$ cat src/perf_sel_params.svh
// What this block does
// - event 80H mask 04H counts cycles code fetch stalls on cache or translation miss
// - event 80H mask 02H counts code cache, stream and victim misses, uncacheable too
// - event 85H counts walk start 01H, walk done 02H, walker busy 04H, second hit 10H
// - event 87H counts length prefix stalls 01H and queue full stall cycles 04H
// - event 88H type bits 01H..20H pick cond, jump, indirect, return, call, indirect call
// - bit 40H picks not-taken, only for conditional; bit 80H picks taken
// - event 88H mask FFH counts every executed near branch, squashed ones too
// - event 89H applies the same qualification to mispredicted branches, no jump bit
// - event 9CH mask 01H counts undelivered op slots; threshold may qualify bandwidth
// - event A1H counts dispatch cycles per port, each port with its own mask
// - event A2H counts allocation stalls: any 01H, station full 04H, store buffer 08H
// - nonzero threshold makes one increment per cycle the count reaches it
// - invert with threshold counts cycles below the threshold
`ifndef PERF_SEL_PARAMS_SVH
`define PERF_SEL_PARAMS_SVH

`define EV_FETCH 8'h80
`define EV_CODE_XLAT 8'h85
`define EV_DECODE_STALL 8'h87
`define EV_BRANCH_EXEC 8'h88
`define EV_BRANCH_MISP 8'h89
`define EV_UNDELIVERED 8'h9c
`define EV_PORT_DISPATCH 8'ha1
`define EV_ALLOC_STALL 8'ha2

`define UM_FETCH_STALL 8'h04
`define UM_CODE_MISS 8'h02
`define UM_WALK_START 8'h01
`define UM_WALK_DONE 8'h02
`define UM_WALK_CYCLES 8'h04
`define UM_SECOND_HIT 8'h10
`define UM_LENGTH_PREFIX 8'h01
`define UM_QUEUE_FULL 8'h04
`define UM_UNDELIVERED 8'h01
`define UM_PORT0 8'h01
`define UM_PORT1 8'h02
`define UM_PORT2 8'h0c
`define UM_PORT3 8'h30
`define UM_PORT4 8'h40
`define UM_PORT5 8'h80
`define UM_ALLOC_ANY 8'h01
`define UM_ALLOC_STATION 8'h04
`define UM_ALLOC_STORE_BUF 8'h08
`define UM_BR_ALL 8'hff

`define BR_COND_BIT 0
`define BR_DIRECT_JMP_BIT 1
`define BR_INDIRECT_JMP_BIT 2
`define BR_RETURN_BIT 3
`define BR_DIRECT_CALL_BIT 4
`define BR_INDIRECT_CALL_BIT 5
`define BR_NOT_TAKEN_BIT 6
`define BR_TAKEN_BIT 7

`define OFF_CTRL 8'h00
`define OFF_COUNT_LO 8'h04
`define OFF_COUNT_HI 8'h08
`define OFF_STATUS 8'h0c

`define CTRL_EVENT_LSB 0
`define CTRL_UMASK_LSB 8
`define CTRL_ENABLE_BIT 16
`define CTRL_INVERT_BIT 23
`define CTRL_CMASK_LSB 24
`define CTRL_WMASK 32'hff81ffff
`define CTRL_RESET 32'h00000000
`define STATUS_INC_BIT 8

`endif

$ cat src/perf_sel_pkg.sv
package perf_sel_pkg;

  typedef enum logic [2:0] {
    BR_COND = 3'b000,
    BR_DIRECT_JMP = 3'b001,
    BR_INDIRECT_JMP = 3'b010,
    BR_RETURN = 3'b011,
    BR_DIRECT_CALL = 3'b100,
    BR_INDIRECT_CALL = 3'b101
  } branchKind_t;

  typedef enum logic [1:0] {
    BUS_IDLE = 2'b00,
    BUS_WRITE = 2'b01,
    BUS_RDWAIT = 2'b10,
    BUS_RDDATA = 2'b11
  } busState_t;

endpackage

$ cat src/sel_if.sv
`timescale 1ns/1ns
`default_nettype none
interface sel_if #(parameter int CW = 3);
  logic [7:0] eventNum;
  logic [7:0] unitMask;
  logic [CW-1:0] rawCount;
  modport owner (output eventNum, output unitMask, input rawCount);
  modport decoder (input eventNum, input unitMask, output rawCount);
endinterface
`default_nettype wire

$ cat src/perf_event_select.sv
// The AHB-Lite slave port and the address map were chosen for this implementation.
`timescale 1ns/1ns
`default_nettype none
`include "perf_sel_params.svh"
module perf_event_select #(
  parameter int CW = 3,
  parameter int CNT_W = 48
) (
  input wire logic clock,
  input wire logic rst_b,
  input wire logic clkEn,
  input wire logic hsel,
  input wire logic [31:0] haddr,
  input wire logic [1:0] htrans,
  input wire logic hwrite,
  input wire logic [2:0] hsize,
  input wire logic [31:0] hwdata,
  input wire logic hready,
  output logic [31:0] hrdata,
  output logic hreadyout,
  output logic hresp,
  input wire logic fetchStallCycles,
  input wire logic codeCacheMissCount,
  input wire logic codeXlatWalkStart,
  input wire logic codeXlatWalkDone,
  input wire logic codeXlatWalkCycles,
  input wire logic codeXlatSecondLevelHit,
  input wire logic lengthPrefixStall,
  input wire logic instQueueFullStall,
  input wire logic branchValid,
  input wire perf_sel_pkg::branchKind_t branchKind,
  input wire logic branchTaken,
  input wire logic branchMispredict,
  input wire logic [CW-1:0] undeliveredOpSlots,
  input wire logic [5:0] portDispatch,
  input wire logic allocStallAny,
  input wire logic stationFullStall,
  input wire logic storeBufFullStall,
  output logic counterIncr
);
  import perf_sel_pkg::*;

  sel_if #(.CW(CW)) sel ();

  logic [31:0] ctrl_q;
  logic [31:0] ctrl_d;
  logic [CNT_W-1:0] count_q;
  logic [CNT_W-1:0] count_d;
  logic [CW-1:0] lastRaw_q;
  logic [CW-1:0] lastRaw_d;
  logic lastInc_q;
  logic lastInc_d;
  busState_t bus_q;
  busState_t bus_d;
  logic [7:0] addr_q;
  logic [7:0] addr_d;
  logic [31:0] rdata_q;
  logic [31:0] rdata_d;
  logic [CNT_W-1:0] step;
  logic [7:0] cmask;
  logic accept;
  logic thresholdHit;

  function automatic logic [31:0] readMux(input logic [7:0] a, input logic [31:0] ctrl,
                                          input logic [CNT_W-1:0] cnt,
                                          input logic [CW-1:0] raw, input logic inc);
    logic [31:0] r;
    r = 32'h00000000;
    case (a)
      `OFF_CTRL: r = ctrl;
      `OFF_COUNT_LO: r = cnt[31:0];
      `OFF_COUNT_HI: r = 32'(cnt[CNT_W-1:32]);
      `OFF_STATUS: begin
        r[CW-1:0] = raw;
        r[`STATUS_INC_BIT] = inc;
      end
      default: r = 32'h00000000;
    endcase
    return r;
  endfunction

  assign sel.eventNum = ctrl_q[`CTRL_EVENT_LSB +: 8];
  assign sel.unitMask = ctrl_q[`CTRL_UMASK_LSB +: 8];
  assign cmask = ctrl_q[`CTRL_CMASK_LSB +: 8];

  perf_event_decode #(.CW(CW)) decode (
    .sel(sel.decoder),
    .fetchStallCycles(fetchStallCycles),
    .codeCacheMissCount(codeCacheMissCount),
    .codeXlatWalkStart(codeXlatWalkStart),
    .codeXlatWalkDone(codeXlatWalkDone),
    .codeXlatWalkCycles(codeXlatWalkCycles),
    .codeXlatSecondLevelHit(codeXlatSecondLevelHit),
    .lengthPrefixStall(lengthPrefixStall),
    .instQueueFullStall(instQueueFullStall),
    .branchValid(branchValid),
    .branchKind(branchKind),
    .branchTaken(branchTaken),
    .branchMispredict(branchMispredict),
    .undeliveredOpSlots(undeliveredOpSlots),
    .portDispatch(portDispatch),
    .allocStallAny(allocStallAny),
    .stationFullStall(stationFullStall),
    .storeBufFullStall(storeBufFullStall)
  );

  // threshold stage: raw count, or one per cycle once the threshold is met
  always_comb begin
    thresholdHit = ({{(8-CW){1'b0}}, sel.rawCount} >= cmask);
    if (cmask == 8'h00) begin
      step = CNT_W'(sel.rawCount);
    end else begin
      step = CNT_W'(thresholdHit ^ ctrl_q[`CTRL_INVERT_BIT]);
    end
    if (!ctrl_q[`CTRL_ENABLE_BIT]) begin
      step = '0;
    end
  end

  // reads take one wait state so a write just finished is always seen
  assign accept = hsel & hready & htrans[1];
  assign hreadyout = (bus_q != BUS_RDWAIT);
  assign hresp = 1'b0;
  assign hrdata = rdata_q;

  always_comb begin
    bus_d = bus_q;
    addr_d = addr_q;
    rdata_d = rdata_q;
    ctrl_d = ctrl_q;
    count_d = count_q + step;
    lastRaw_d = sel.rawCount;
    lastInc_d = (step != '0);
    if (bus_q == BUS_WRITE) begin
      // a software load of one counter half wins over this cycle's increment to that half; the other half still takes it
      case (addr_q)
        `OFF_CTRL: ctrl_d = hwdata & `CTRL_WMASK;
        `OFF_COUNT_LO: count_d[31:0] = hwdata;
        `OFF_COUNT_HI: count_d[CNT_W-1:32] = hwdata[CNT_W-33:0];
        default: ctrl_d = ctrl_q;
      endcase
    end
    if (bus_q == BUS_RDWAIT) begin
      rdata_d = readMux(addr_q, ctrl_q, count_q, lastRaw_q, lastInc_q);
      bus_d = BUS_RDDATA;
    end else if (accept) begin
      addr_d = {haddr[7:2], 2'b00};
      bus_d = hwrite ? BUS_WRITE : BUS_RDWAIT;
    end else begin
      bus_d = BUS_IDLE;
    end
  end

  // clkEn low freezes bus and counter alike
  always_ff @(posedge clock or negedge rst_b) begin
    if (!rst_b) begin
      bus_q <= BUS_IDLE;
      addr_q <= 8'h00;
      rdata_q <= 32'h00000000;
      ctrl_q <= `CTRL_RESET;
      count_q <= '0;
      lastRaw_q <= '0;
      lastInc_q <= 1'b0;
    end else if (clkEn) begin
      bus_q <= bus_d;
      addr_q <= addr_d;
      rdata_q <= rdata_d;
      ctrl_q <= ctrl_d;
      count_q <= count_d;
      lastRaw_q <= lastRaw_d;
      lastInc_q <= lastInc_d;
    end
  end

  assign counterIncr = lastInc_q;

  // hsize is not decoded: only whole-word transfers are supported
  logic unusedSize;
  assign unusedSize = ^hsize;
endmodule
`default_nettype wire

$ cat src/perf_event_decode.sv
`timescale 1ns/1ns
`default_nettype none
`include "perf_sel_params.svh"
module perf_event_decode #(
  parameter int CW = 3
) (
  sel_if.decoder sel,
  input wire logic fetchStallCycles,
  input wire logic codeCacheMissCount,
  input wire logic codeXlatWalkStart,
  input wire logic codeXlatWalkDone,
  input wire logic codeXlatWalkCycles,
  input wire logic codeXlatSecondLevelHit,
  input wire logic lengthPrefixStall,
  input wire logic instQueueFullStall,
  input wire logic branchValid,
  input wire perf_sel_pkg::branchKind_t branchKind,
  input wire logic branchTaken,
  input wire logic branchMispredict,
  input wire logic [CW-1:0] undeliveredOpSlots,
  input wire logic [5:0] portDispatch,
  input wire logic allocStallAny,
  input wire logic stationFullStall,
  input wire logic storeBufFullStall
);
  import perf_sel_pkg::*;

  function automatic logic [CW-1:0] one(input logic b);
    return {{(CW-1){1'b0}}, b};
  endfunction

  // shared by executed and mispredicted branches; the direct jump bit works only for executed
  function automatic logic brQualify(input logic [7:0] um, input logic allowJmp,
                                     input logic valid, input branchKind_t kind,
                                     input logic taken);
    logic typeHit;
    logic dirHit;
    typeHit = 1'b0;
    if (um == `UM_BR_ALL) begin
      return valid;
    end
    case (kind)
      BR_COND: typeHit = um[`BR_COND_BIT];
      BR_DIRECT_JMP: typeHit = um[`BR_DIRECT_JMP_BIT] & allowJmp;
      BR_INDIRECT_JMP: typeHit = um[`BR_INDIRECT_JMP_BIT];
      BR_RETURN: typeHit = um[`BR_RETURN_BIT];
      BR_DIRECT_CALL: typeHit = um[`BR_DIRECT_CALL_BIT];
      BR_INDIRECT_CALL: typeHit = um[`BR_INDIRECT_CALL_BIT];
      default: typeHit = 1'b0;
    endcase
    // a type without a direction bit never counts
    dirHit = (taken & um[`BR_TAKEN_BIT])
           | (!taken & um[`BR_NOT_TAKEN_BIT] & (kind == BR_COND));
    return valid & typeHit & dirHit;
  endfunction

  always_comb begin
    sel.rawCount = '0;
    case (sel.eventNum)
      `EV_FETCH: begin
        case (sel.unitMask)
          `UM_FETCH_STALL: sel.rawCount = one(fetchStallCycles);
          `UM_CODE_MISS: sel.rawCount = one(codeCacheMissCount);
          default: sel.rawCount = '0;
        endcase
      end
      `EV_CODE_XLAT: begin
        case (sel.unitMask)
          `UM_WALK_START: sel.rawCount = one(codeXlatWalkStart);
          `UM_WALK_DONE: sel.rawCount = one(codeXlatWalkDone);
          `UM_WALK_CYCLES: sel.rawCount = one(codeXlatWalkCycles);
          `UM_SECOND_HIT: sel.rawCount = one(codeXlatSecondLevelHit);
          default: sel.rawCount = '0;
        endcase
      end
      `EV_DECODE_STALL: begin
        case (sel.unitMask)
          `UM_LENGTH_PREFIX: sel.rawCount = one(lengthPrefixStall);
          `UM_QUEUE_FULL: sel.rawCount = one(instQueueFullStall);
          default: sel.rawCount = '0;
        endcase
      end
      `EV_BRANCH_EXEC: begin
        sel.rawCount = one(brQualify(sel.unitMask, 1'b1, branchValid, branchKind,
                                     branchTaken));
      end
      `EV_BRANCH_MISP: begin
        sel.rawCount = one(brQualify(sel.unitMask, 1'b0, branchValid & branchMispredict,
                                     branchKind, branchTaken));
      end
      `EV_UNDELIVERED: begin
        if (sel.unitMask == `UM_UNDELIVERED) begin
          sel.rawCount = undeliveredOpSlots;
        end
      end
      `EV_PORT_DISPATCH: begin
        case (sel.unitMask)
          `UM_PORT0: sel.rawCount = one(portDispatch[0]);
          `UM_PORT1: sel.rawCount = one(portDispatch[1]);
          `UM_PORT2: sel.rawCount = one(portDispatch[2]);
          `UM_PORT3: sel.rawCount = one(portDispatch[3]);
          `UM_PORT4: sel.rawCount = one(portDispatch[4]);
          `UM_PORT5: sel.rawCount = one(portDispatch[5]);
          default: sel.rawCount = '0;
        endcase
      end
      `EV_ALLOC_STALL: begin
        case (sel.unitMask)
          `UM_ALLOC_ANY: sel.rawCount = one(allocStallAny);
          `UM_ALLOC_STATION: sel.rawCount = one(stationFullStall);
          `UM_ALLOC_STORE_BUF: sel.rawCount = one(storeBufFullStall);
          default: sel.rawCount = '0;
        endcase
      end
      default: sel.rawCount = '0;
    endcase
  end
endmodule
`default_nettype wire

$ cat config.mk
export PLATFORM = sky130hd
export DESIGN_NAME = perf_event_select
export DESIGN_NICKNAME = d
export VERILOG_FILES = /design/src/perf_sel_pkg.sv /design/src/sel_if.sv /design/src/perf_event_select.sv /design/src/perf_event_decode.sv
export VERILOG_INCLUDE_DIRS = /design/src /design/src/src
export SDC_FILE = /design/constraint.sdc
export NUM_CORES = 1
export LEC_CHECK = 0
export ABC_AREA = 1
export ABC_CLOCK_PERIOD_IN_PS = 7400
export BUFFER_PORTS_ARGS = -buffer_cell sky130_fd_sc_hd__buf_2
export CAP_MARGIN = 10
export CORE_ASPECT_RATIO = 1.4
export CORE_MARGIN = 3
export CORE_UTILIZATION = 40
export CTS_BUF_LIST = sky130_fd_sc_hd__clkbuf_4
export DETAILED_ROUTE_END_ITERATION = 8
export GPL_TIMING_DRIVEN = 0
export PLACE_DENSITY_LB_ADDON = 0.1
export SYNTH_ARGS = -nofsm -noshare
export SYNTH_HDL_FRONTEND = slang
export SYNTH_SLANG_ARGS = --single-unit
$ cat constraint.sdc
create_clock -name clock -period 7.4 [get_ports clock]
set_clock_uncertainty 0.05 [all_clocks]
set_input_delay 0.37 -clock clock [delete_from_list [all_inputs] [get_ports clock]]
set_output_delay 0.37 -clock clock [all_outputs]
set_load 0.03 [all_outputs]
==> results of run 1 <==
-- worst min path at each step --
stage / start / to / slack [ns]
global placement: hrdata[28]$_DFFE_PN0P_ / hrdata[28]$_DFFE_PN0P_ / 0.41
detailed placement: rst_b / hrdata[17]$_DFFE_PN0P_ / 0.32
global route: hwdata[23] / ctrl_q[23]$_DFFE_PN0P_ / 0.01
finish: hwdata[1] / ctrl_q[1]$_DFFE_PN0P_ / 0.05
floorplan: rst_b / addr_q[2]$_DFFE_PN0P_ / 0.02
CTS: hwdata[2] / ctrl_q[2]$_DFFE_PN0P_ / 0.003
-- sequential cells by signal (all words and copies together), names as in the netlist --
| register | count |
|---|---|
| lastRaw_q | 3 |
| addr_q | 6 |
| bus_q | 2 |
| count_q | 48 |
| hrdata | 32 |
| ctrl_q | 26 |
| counterIncr | 1 |
-- worst min-delay path: stages --
cell and delay [ns]:
sky130_fd_sc_hd__buf_2 0.12, sky130_fd_sc_hd__nand2_1 0.05, sky130_fd_sc_hd__o21ai_0 0.07
-- report_power, final --
part           total [mW]  switching [mW]  internal (mW)
Combinational       0.692           0.464          0.228
Clock               0.574           0.297          0.277
Sequential           1.03           0.207          0.818
-- synthesized netlist by cell type, drive strengths merged --
| cell | number |
|---|---|
| a221oi | 4 |
| a22oi | 11 |
| o22ai | 37 |
| mux2 | 7 |
| nor2 | 96 |
| conb | 1 |
| o21ai | 126 |
| clkinv | 1 |
| nor3b | 1 |
| xnor2 | 1 |
| nand3 | 68 |
| xor2 | 16 |
| inv | 129 |
| nand2 | 212 |
| a31oi | 1 |
| nor4 | 9 |
| ha | 6 |
| clkbuf | 20 |
| or2 | 4 |
| nor3 | 40 |
| nand4 | 31 |
| a21boi | 1 |
| a21oi | 28 |
| dfrtp | 118 |
| o211ai | 19 |
| buf | 15 |
| fa | 1 |
| o21bai | 1 |
| and3 | 3 |
-- metal layers --
layer / GRT usage, % / part of all wire [%] / vias up
li1: - / - / 3721
met1: 35.7 / 40 / 3691
met2: 47.9 / 49 / 305
met3: 4.11 / 4.8 / 75
met4: 15.5 / 5.8 / 2
met5: 0 / 0.059 / -
-- layout make-up --
| type | instances | area [µm²] | area share, % |
|---|---|---|---|
| plain buffers | 35 | 164 | 1.86 |
| multi-input cells | 724 | 3770 | 42.9 |
| clock inverters | 15 | 215 | 2.45 |
| inverters | 130 | 488 | 5.55 |
| flip-flops and latches | 118 | 2950 | 33.6 |
| well taps | 240 | 300 | 3.42 |
| repair buffers | 126 | 764 | 8.70 |
| diodes | 1 | 2.50 | 0.0285 |
| clock buffers | 17 | 128 | 1.45 |
-- cells by family (layout without fill, tap and decap cells) --
family,after synthesis,in the layout,share of synthesized area [%]
AND/OR/NAND/NOR,464,464,29.0
AO/OA/AOI/OAI,228,228,17.7
buffers and inverters,165,323,8.83
flip-flops,118,118,40.0
XOR/XNOR,17,17,2.02
adder cells (fa/ha/maj),7,7,1.29
multiplexers,7,7,1.07
other,1,2,0.0508
-- placed cells by master, fill, tap and decap left out, drive strengths merged, types with 11 or more instances in the layout --
cell         instances
a21oi               28
a22oi               11
buf                120
clkbuf              37
dfrtp              118
dlygate4sd3         21
inv                135
nand2              212
nand3               68
nand4               31
nor2                96
nor3                40
o211ai              19
o21ai              126
o22ai               37
xor2                16
==> metrics list, run 1 <==
* Areal power density over the cells: ~260 nW/µm²
- The number of max-slew violations in the final report was 0.
- Once detailed placement completed, the half-perimeter wirelength came to about 22 mm.
- Input and output buffers added on the ports amount to 104.
- Skew-Pair Late Insertion Delay: about 0.57 ns
- Slowest library cell on the worst path: sky130_fd_sc_hd__dfrtp_1
- Register-to-Register Setup Slack: 1.89 ns
- In the global route stage, overall resource usage came out at 28.8%.
- Across the VDD grid, the largest voltage drop is 0.000134 V.
- The worst setup path is launched from a register.
- Routability-driven placement finished with a final weighted congestion of roughly 1.0.
- Cell count along the critical path: 30
* Initial DRT Pass Iterations: 5
- Initial antenna violation count: 1
- Initial core utilization: roughly two fifths
* Wire length per cell after detailed routing: approximately 20 µm
- For this run, the number of Yosys warnings is 0.
- Worst EP required: about 8 ns
- In this run the deepest clock path goes through 2 buffers.
- Wires add up to between 20 and 30 mm.
- around 140 I/O pins were placed.
- After synthesis the cells add up to roughly 7400 µm².
- Summing all non-filler instances in the final layout gives an area of between 8000 and 9000 µm².
* Largest cells by area after synthesis: sky130_fd_sc_hd__dfrtp_1 (40%), sky130_fd_sc_hd__nand2_1 (10%), sky130_fd_sc_hd__o21ai_0 (7.9%)
- Critical Path Sink: count_q[34]$_DFFE_PN0P_
- Final Power: between 2 and 2.5 mW
- Avg Cell Area, Syn: 7.33 µm²
* Min setup slack post-route: 1.89 ns
* Slew at the pin with the worst max-slew slack: 0.703 ns
- Site Rows: just under 60
- After global routing the overflow that remains totals 0.
- Shortest clock period the worst path allows after layout: about 5.5 ns
* Worst hold path depth: 3
- First-pass GRT wire length: 43.7 mm
- The core region is between 15,000 and 20,000 µm².
* Max Fanout on Critical Path: 8
- In the routed design, unresolved DRC markers number 0.
- Number of global-route vias before repair: roughly 7,700
* MaxCap Viol Count: 0
- Worst path bufs/invs: 3
- Hold buffer count at CTS: 21
* Number of standard cells after synthesis: 1,007
* Antenna-violating nets left: 0
* Clock-pin slew of the registers on the worst-case setup and hold paths: around 0.13 ns
- Counting tap cells, the placed design contains a total of roughly 1,400 instances.
- The most critical setup path has its startpoint at ctrl_q[15]$_DFFE_PN0P_.
- For this run, the slowest stage of the critical path takes around 0.51 ns.
- Clock tree synthesis inserted a total of 17 buffers.
* Total clock sinks: about 120
* Layout Nets: 1,260
- The synthesized design devotes to its leading area cell type about two fifths of total area.
- Layout Cells excl Fill: approximately 1,400
* Postcts setup bufs: 0
- After routing, the total negative slack on setup checks comes to 0 ns.
- Library cell used as clock root buffer: sky130_fd_sc_hd__clkbuf_4
- The min-delay analysis places its worst path in the category input port to register.
- Data arrival time at the worst-slack endpoint: approximately 5.9 ns
* Detailed-route via count: between 7,000 and 8,000
* End of the worst register-to-register path: count_q[34]$_DFFE_PN0P_
- Share of final-layout standard cells stronger than drive strength 1: ~17%
- Drt via density: ~5.5
- Cells fill just under 50% of the core in the end.
* Total count of hold-check failures in the final report: 0
- Dpl cell area: a little over 8000 µm²
* Area Overhead vs Synth: 19.1%
- Cell seen most often among critical-path stages: sky130_fd_sc_hd__nand2_1
* Final count of negative-setup-slack endpoints: 0
* Drt initial violations: between 600 and 700
- Summed over all cells, the static leakage comes to 4.03 nW.
* Reg2reg path depth: 30
* Crit Path Class: register to register
* Area enclosed by the die boundary: around 20,000 µm²
- Final hold analysis gives a worst-case slack of approximately 0.047 ns.
- Summed over all instances, the cell type with the most area after synthesis is sky130_fd_sc_hd__dfrtp_1.
* Slew headroom: a little over half
- Maximum operating frequency: 181 MHz
- H-tree lvl count: 4
* Post-cts resize count: 0
- Filler cells: around 1,900
- Synth cell types: 46
- The number of nets in the synthesized netlist is 1,115.
- Top delay family on crit path: compound AO/OA/AOI/OAI gates
- After layout, the worst path uses roughly three quarters of the clock period.
- Floorplan die width: between 100 and 150 µm
* Synthesis-stage register bit count: 118
- Setup repair after global routing missed its margin: false
- Entering global routing, the biggest net connects 68 pins.
* Element type at the critical path end: register
- At the placement stage, the worst setup path has a slack of about 2.1 ns.
- Outcome: finished clean
* Y dimension of the die: 167 µm
* Sequential area share after synthesis: approximately two fifths
- TritonCTS built the clock tree.
- In this run the critical register-to-register path is launched from ctrl_q[15]$_DFFE_PN0P_.
Note: power is estimated with default switching activity, not from simulation.
==> inputs of run 2 (changes only) <==
ABC_CLOCK_PERIOD_IN_PS = 4600   (was 7400)
clock period = 4.6 ns   (was 7.4 ns; I/O delays follow)
==> run 2 against run 1 <==
Total power grew 73%. Sequential power grew 60%. Clock power grew 62%. Hold slack gained 0.036 ns. Utilization grew 4.4 points. Critical endpoint is now count_q[38]$_DFFE_PN0P_. Critical path type unchanged. Register-to-register slack lost 1.8 ns. Combinational power grew 100%. Sequential share of layout area shrank 2.7 points. Non-clock buffer count grew 54. Global-route usage grew 0.48 points. Maximum frequency grew 21%. Die area is the same.
==> metrics list, run 2 (synthesis gave the netlist of run 1 again) <==
- The clock tree synthesis step divided the H-tree into 4 levels.
- Cell seen most often among critical-path stages: sky130_fd_sc_hd__nand2_2
* Hold Path Class: input port to register
* Total overflow reported by the global router: 0
- Leading cell type in the layout, fill and taps excluded: sky130_fd_sc_hd__nand2_1
* Slowest library cell on the worst path: sky130_fd_sc_hd__dfrtp_1
* Pre-CTS setup slack: -0.727 ns
- Psw: between 1.5 and 2 mW
- Before antenna repair, the detailed router went through 7 iterations.
- Slew at the pin with the worst max-slew slack: just over 0.7 ns
- Power spread over the standard cell area amounts to about 410 nW/µm².
- At the end of the flow, the number of nets in the layout was 1,314.
* Initial core utilization: 40.8%
- Total clock sinks: approximately 120
* Area of combinational cells with multiple inputs: about 4100 µm²
- The finished cells cover between 9000 and 10,000 µm².
* Drt initial violations: 660
- The share of total power dissipated in combinational logic is approximately a third.
- Estimated wirelength of the detail-placed design: between 20 and 25 mm
- The internal portion of the total power is around 2.3 mW.
- Detailed-route via count: just over 8,000
- Clock-pin slew of the registers on the worst-case setup and hold paths: roughly 0.13 ns
- Row generation in the floorplan step produced 58 rows.
* Sequential Power Share: approximately two fifths
* Number of global-route vias before repair: 7,901
- Clock tree synthesis selected as its root buffer the cell sky130_fd_sc_hd__clkbuf_4.
- Area enclosed by the die boundary: a little over 20,000 µm²
- Shortest clock period the worst path allows after layout: around 4.6 ns
- In this run the worst path has a maximum fanout of 5.
* Outcome: finished clean
- Relative to the synthesized area, the layout overhead comes to 29.8%.
* Leakage power: around 4.4 nW
- Maximum operating frequency: between 200 and 250 MHz
- Including well taps, the total number of placed cells is between 1,000 and 1,500.
* Worst EP required: around 5.0 ns
* Final count of negative-setup-slack endpoints: 0
- CTS max path bufs: 2
- Reg area: between 2000 and 3000 µm²
* Number of buffers created by CTS: 17
- Initial antenna violation count: 1
- For the worst setup path, the data arrival time is about 5 ns.
- Filler cells: between 1,500 and 2,000
* Floorplan die width: 121 µm
* Highest-count cells in the layout ignoring fill and taps: sky130_fd_sc_hd__nand2_1 (190), sky130_fd_sc_hd__dfrtp_1 (116), sky130_fd_sc_hd__inv_1 (115), sky130_fd_sc_hd__buf_2 (111), sky130_fd_sc_hd__o21ai_0 (108)
- DRC errors left: 0
- Setup slack closes at roughly 0.038 ns.
- The number of max-slew violations in the final report is 0.
* Portion of total power attributed to the clock network: 23.5%
* Core Region: 18,100 µm²
- Layout Cells excl Fill: 1,460
- The number of hold-slack violations in the final timing report came to 0.
* Antenna-violating nets left: 0
- Sum of negative setup slack: 0 ns
* Setup repair after global routing missed its margin: true
- MaxCap Viol Count: 0
- The first global-routing pass estimated around 45 mm of wire.
- In this design, the stage delay of the slowest critical-path cell is approximately 0.45 ns.
- CP startpoint kind: register
- Wire length per cell after detailed routing: about 20 µm
- Number of buffers inserted by port buffering: roughly 100
- Most flop-heavy register: count_q
- Of the cells placed in the final design, the portion with a size suffix greater than 1 is roughly a quarter.
- TritonCTS built the clock tree.
* Share of the clock period used by the worst path after layout: about 100%
* Slew headroom: a little over half
- Placer Congestion: 1.00
* Pin count of the biggest net entering global routing: slightly below 70
- Crit Path Class: register to register
* Global-route total usage across every layer: between 20% and 30%
- Across the VDD grid, the largest voltage drop is approximately 0.00023 V.
* Skew-Pair Late Insertion Delay: slightly below 0.6 ns
- Wires add up to 29.3 mm.
* Element type at the critical path end: register
- Dividing the detail-routed via count by the number of cells gives about 5.6.
- Summing all placed instances gives a cell area of between 8000 and 9000 µm².
* Fraction of power spent switching nets: a little over two fifths
* Max FFs per register: 48
- Measured along the y axis, the die boundary spans around 170 µm.
- For this design the top-level I/O count stands at roughly 140.
-- run 2: changes by cell type in the layout (fill, tap and decap cells not counted), sizes merged --
| cell | before | now |
|---|---|---|
| buf | 120 | 152 |
| dlygate4sd3 | 21 | 43 |
-- run 2: per-layer routing --
layer / wire length [µm] / GRT usage, % / part of all wire [%]
met3: 1400 / 4.18 / 4.8
met5: 17 / 0 / 0.058
met4: 1840 / 15.6 / 6.3
met2: 14300 / 49.1 / 49
met1: 11700 / 36.0 / 40
-- run 2: metrics by stage --
stage          total power, mW  hold WS [ns]  util, %
6_report                  3.96        0.0831     53.0
3_5_place_dp              2.75         0.177     45.6
4_1_cts                   3.80        0.0435     50.8
3_3_place_gp              2.73         0.411     45.4
2_1_floorplan             2.31        -0.116        -
5_1_grt                   4.19        0.0451     53.0
-- run 2: power by group through the flow --
stage,logic [mW],registers [mW],clock network (mW)
CTS,1.23,1.62,0.945
finish,1.39,1.65,0.930
global placement,1.07,1.66,0
floorplan,0.697,1.61,0
detailed placement,1.09,1.66,0
global route,1.53,1.68,0.980
-- run 2: cell type report --
type                    count  area share [%]
well taps                 240            3.14
clock inverters            15            2.25
flip-flops and latches    118            30.9
clock buffers              17            1.33
diodes                      1          0.0261
repair buffers            180            13.1
inverters                 130            5.17
multi-input cells         724            42.4
plain buffers              35            1.71
-- run 2: what timing repair did --
action	CTS	global route
hold buffers	43	0
gates cloned	0	0
pin swaps	11	39
setup endpoints to repair	34	29
resized for setup	28	72
buffers inserted	11	21
hold endpoints to repair	124	0
-- run 2: worst paths after layout --
kind,startpoint,endpoint,slack [ns],cells after the start
worst max-delay path,ctrl_q[9]$_DFFE_PN0P_,count_q[38]$_DFFE_PN0P_,0.04,28
worst min-delay path,undeliveredOpSlots[1],lastRaw_q[1]$_DFFE_PN0P_,0.08,5
worst max register to register,ctrl_q[9]$_DFFE_PN0P_,count_q[38]$_DFFE_PN0P_,0.04,28
worst min register to register,hrdata[21]$_DFFE_PN0P_,hrdata[21]$_DFFE_PN0P_,0.44,2
max in group asynchronous,rst_b,count_q[43]$_DFFE_PN0P_,3.64,3
min in group asynchronous,rst_b,hrdata[18]$_DFFE_PN0P_,0.11,2
-- run 2: worst max-delay path: cells and delay by family (launching register included) --
family                   cells  cell delay, ns
AO/OA/AOI/OAI               11            1.63
AND/OR/NAND/NOR             12            1.37
adder cells (fa/ha/maj)      3            0.80
buffers and inverters        2            0.13
flip-flops                   1            0.45
==> inputs of run 3 (changes only) <==
SETUP_SLACK_MARGIN = 0.2   (was not set)
==> run 3 against run 2 <==
Final cell count increased by 1.2%. Design area is 2.1% higher. Hold slack got worse by 0.0012 ns. Routed wire length up 1.2%. Total power shrank 0.19%. Utilization increased by 1.1 points. Critical endpoint unchanged. Die area stayed put. Highest routed layer unchanged.
==> metrics list, run 3 (synthesis gave the netlist of run 1 again) <==
* Library cell used as clock root buffer: sky130_fd_sc_hd__clkbuf_4
* Max IR drop VDD: about 0.00023 V
* Leakage power: around 4.5 nW
* CTS max path bufs: 2
- Clock-pin slew of the registers on the worst-case setup and hold paths: 0.13 ns
* Estimated wirelength of the detail-placed design: 22.4 mm
* Share of final-layout standard cells stronger than drive strength 1: between 20% and 30%
- Initial core utilization: 40.8%
- Sum of negative setup slack: 0 ns
* Antenna-violating nets left: 0
* Number of global-route vias before repair: between 8,000 and 9,000
- The number of hold-slack violations in the final timing report was 0.
* Most flop-heavy register: count_q
- Total overflow reported by the global router: 0
- Once layout is complete, the utilization of the core stands at a little over half.
- Y dimension of the die: about 170 µm
* Drt via density: ~5.5
- Dpl cell area: 8230 µm²
- Max Fanout on Critical Path: 4
- Number of buffers created by CTS: 17
* Area of combinational cells with multiple inputs: a little over 4000 µm²
* Hold Path Class: input port to register
* Total clock sinks: 118
- Area Overhead vs Synth: 32.5%
* Slew headroom: 51.8%
- Max FFs per register: between 40 and 50
* Outcome: finished clean
- Share of the clock period used by the worst path after layout: between 90% and 100%
- After the first detailed-routing iteration, the DRC count stood at 719.
- Startpoint of the most critical setup path: ctrl_q[9]$_DFFE_PN0P_
* Final Instance Area: about 9800 µm²
- Global routing used 29.5% of the available tracks.
- The floorplan has 58 rows.
- Slew at the pin with the worst max-slew slack: roughly 0.72 ns
* Clock tree from TritonCTS: built
* Number of buffers inserted by port buffering: 104
* Layout Nets: 1,332
- For the worst setup path, the data required time is around 5.0 ns.
- For flop-to-flop paths, the worst setup slack is around 0.075 ns.
* Shortest clock period the worst path allows after layout: approximately 4.5 ns
- The number of antenna violations at the first check in global routing came to 1.
- Filler cells: between 1,500 and 2,000
- In this run the critical register-to-register path is launched from ctrl_q[9]$_DFFE_PN0P_.
- The floorplan step defined a die boundary enclosing 20,100 µm².
- Leaving out fill and tap cells, the most frequent cell in the layout is sky130_fd_sc_hd__nand2_1.
- On the worst path, the slowest cell contributes a delay of around 0.45 ns.
* Placer Congestion: about 1.0
- Core Region: 18,100 µm²
- Entering global routing, the biggest net connects between 60 and 70 pins.
- MaxCap Viol Count: 0
* Start point of the worst hold path: undeliveredOpSlots[2]
- In this design, the critical path's most frequently occurring cell is sky130_fd_sc_hd__buf_4.
- Crit Path Class: register to register
- For this design the ratio of total power to cell area is approximately 400 nW/µm².
* Data arrival time at the worst-slack endpoint: 4.91 ns
- The number of max-slew violations in the final report is 0.
- Setup repair after global routing missed its margin: true
* Slowest library cell on the worst path: sky130_fd_sc_hd__dfrtp_1
* Maximum operating frequency: around 220 MHz
- The worst setup path is launched from a register.
- For this run, design rule violations remaining after detail routing come to 0.
* Floorplan die width: roughly 120 µm
- For this block, the routed nets add up to between 20 and 30 mm of wire.
- First-pass GRT wire length: between 40 and 50 mm
- The sequential cells in the finished layout cover a total of 2960 µm².
- Setup violations remaining at the end of the flow were counted as 0.
* Wire length per cell after detailed routing: 20.1 µm
- Detailed-route via count: 8,162
* Final Power: around 4.0 mW
- Highest-count cells in the layout ignoring fill and taps: sky130_fd_sc_hd__nand2_1 (188), sky130_fd_sc_hd__dfrtp_1 (115), sky130_fd_sc_hd__inv_1 (114), sky130_fd_sc_hd__buf_2 (111), sky130_fd_sc_hd__o21ai_0 (101)
- Hold WS: roughly 0.082 ns
- Element type at the critical path end: register
- In this run the number of H-tree levels came out at 4.
* Initial DRT Pass Iterations: 5
* Skew-Pair Late Insertion Delay: 0.58 ns
* Boundary pin count: between 100 and 150
run 3: cell types whose count changed in the layout (fill, tap and decap cells not counted), moves of 3 or more:
cell                      change
sky130_fd_sc_hd__buf_4       +12
sky130_fd_sc_hd__o21ai_0      -7
sky130_fd_sc_hd__buf_6        +6
sky130_fd_sc_hd__nand3_1      -5
sky130_fd_sc_hd__nand3_2      +5
sky130_fd_sc_hd__nor2_2       -5
sky130_fd_sc_hd__o21ai_1      +5
sky130_fd_sc_hd__nor2_1       +4
sky130_fd_sc_hd__nor3_2       +3
run 3: final cells by class:
cell class / instances / share of cell area, %
antenna: 1 / 0.0256
buffer: 35 / 1.68
clock buffer: 17 / 1.31
clock inverter: 15 / 2.20
inverter: 130 / 5.04
multi-input combinational: 724 / 42.0
sequential: 118 / 30.2
tap: 240 / 3.07
timing repair buffer: 198 / 14.4
run 3: stage by stage:
stage	instances	setup WS, ns
final	1478	0.0755
after global routing	1478	-0.205
after CTS	1453	0.0810
after detailed placement	1352	-0.727
after global placement	1351	-0.722
after floorplan	1007	0.467
run 3: report_power, final:
group	internal (mW)	switching, mW
Sequential	1.32	0.329
Clock	0.445	0.485
Combinational	0.506	0.872
run 3: metal layers:
metal	global-route usage, %	routed length, µm
met5	0	18
met2	49.2	14500
met1	36.2	11900
met4	16.7	1840
met3	4.31	1420
run 3: worst max-delay path: cells and delay by family, from the launching register on:
family          cells  cell delay (ns)
simple gates       12             1.63
buf+inv            10             1.16
compound gates      4             0.58
fa+ha+maj           2             0.51
flops               1             0.45
run 3: what timing repair did:
action / CTS / global route
setup endpoints to repair: 39 / 34
pin swaps: 16 / 35
endpoints found under the hold margin: 124 / 0
setup buffers: 26 / 24
gates resized for setup: 58 / 64
hold buffers: 43 / 0
run 3: final timing paths:
kind | to | depth (start not counted)
min reg2reg | hrdata[21]$_DFFE_PN0P_ | 2
max in group asynchronous | ctrl_q[8]$_DFFE_PN0P_ | 3
min in group asynchronous | count_q[16]$_DFFE_PN0P_ | 2
max | count_q[38]$_DFFE_PN0P_ | 28
min | lastRaw_q[2]$_DFFE_PN0P_ | 5
max reg2reg | count_q[38]$_DFFE_PN0P_ | 28
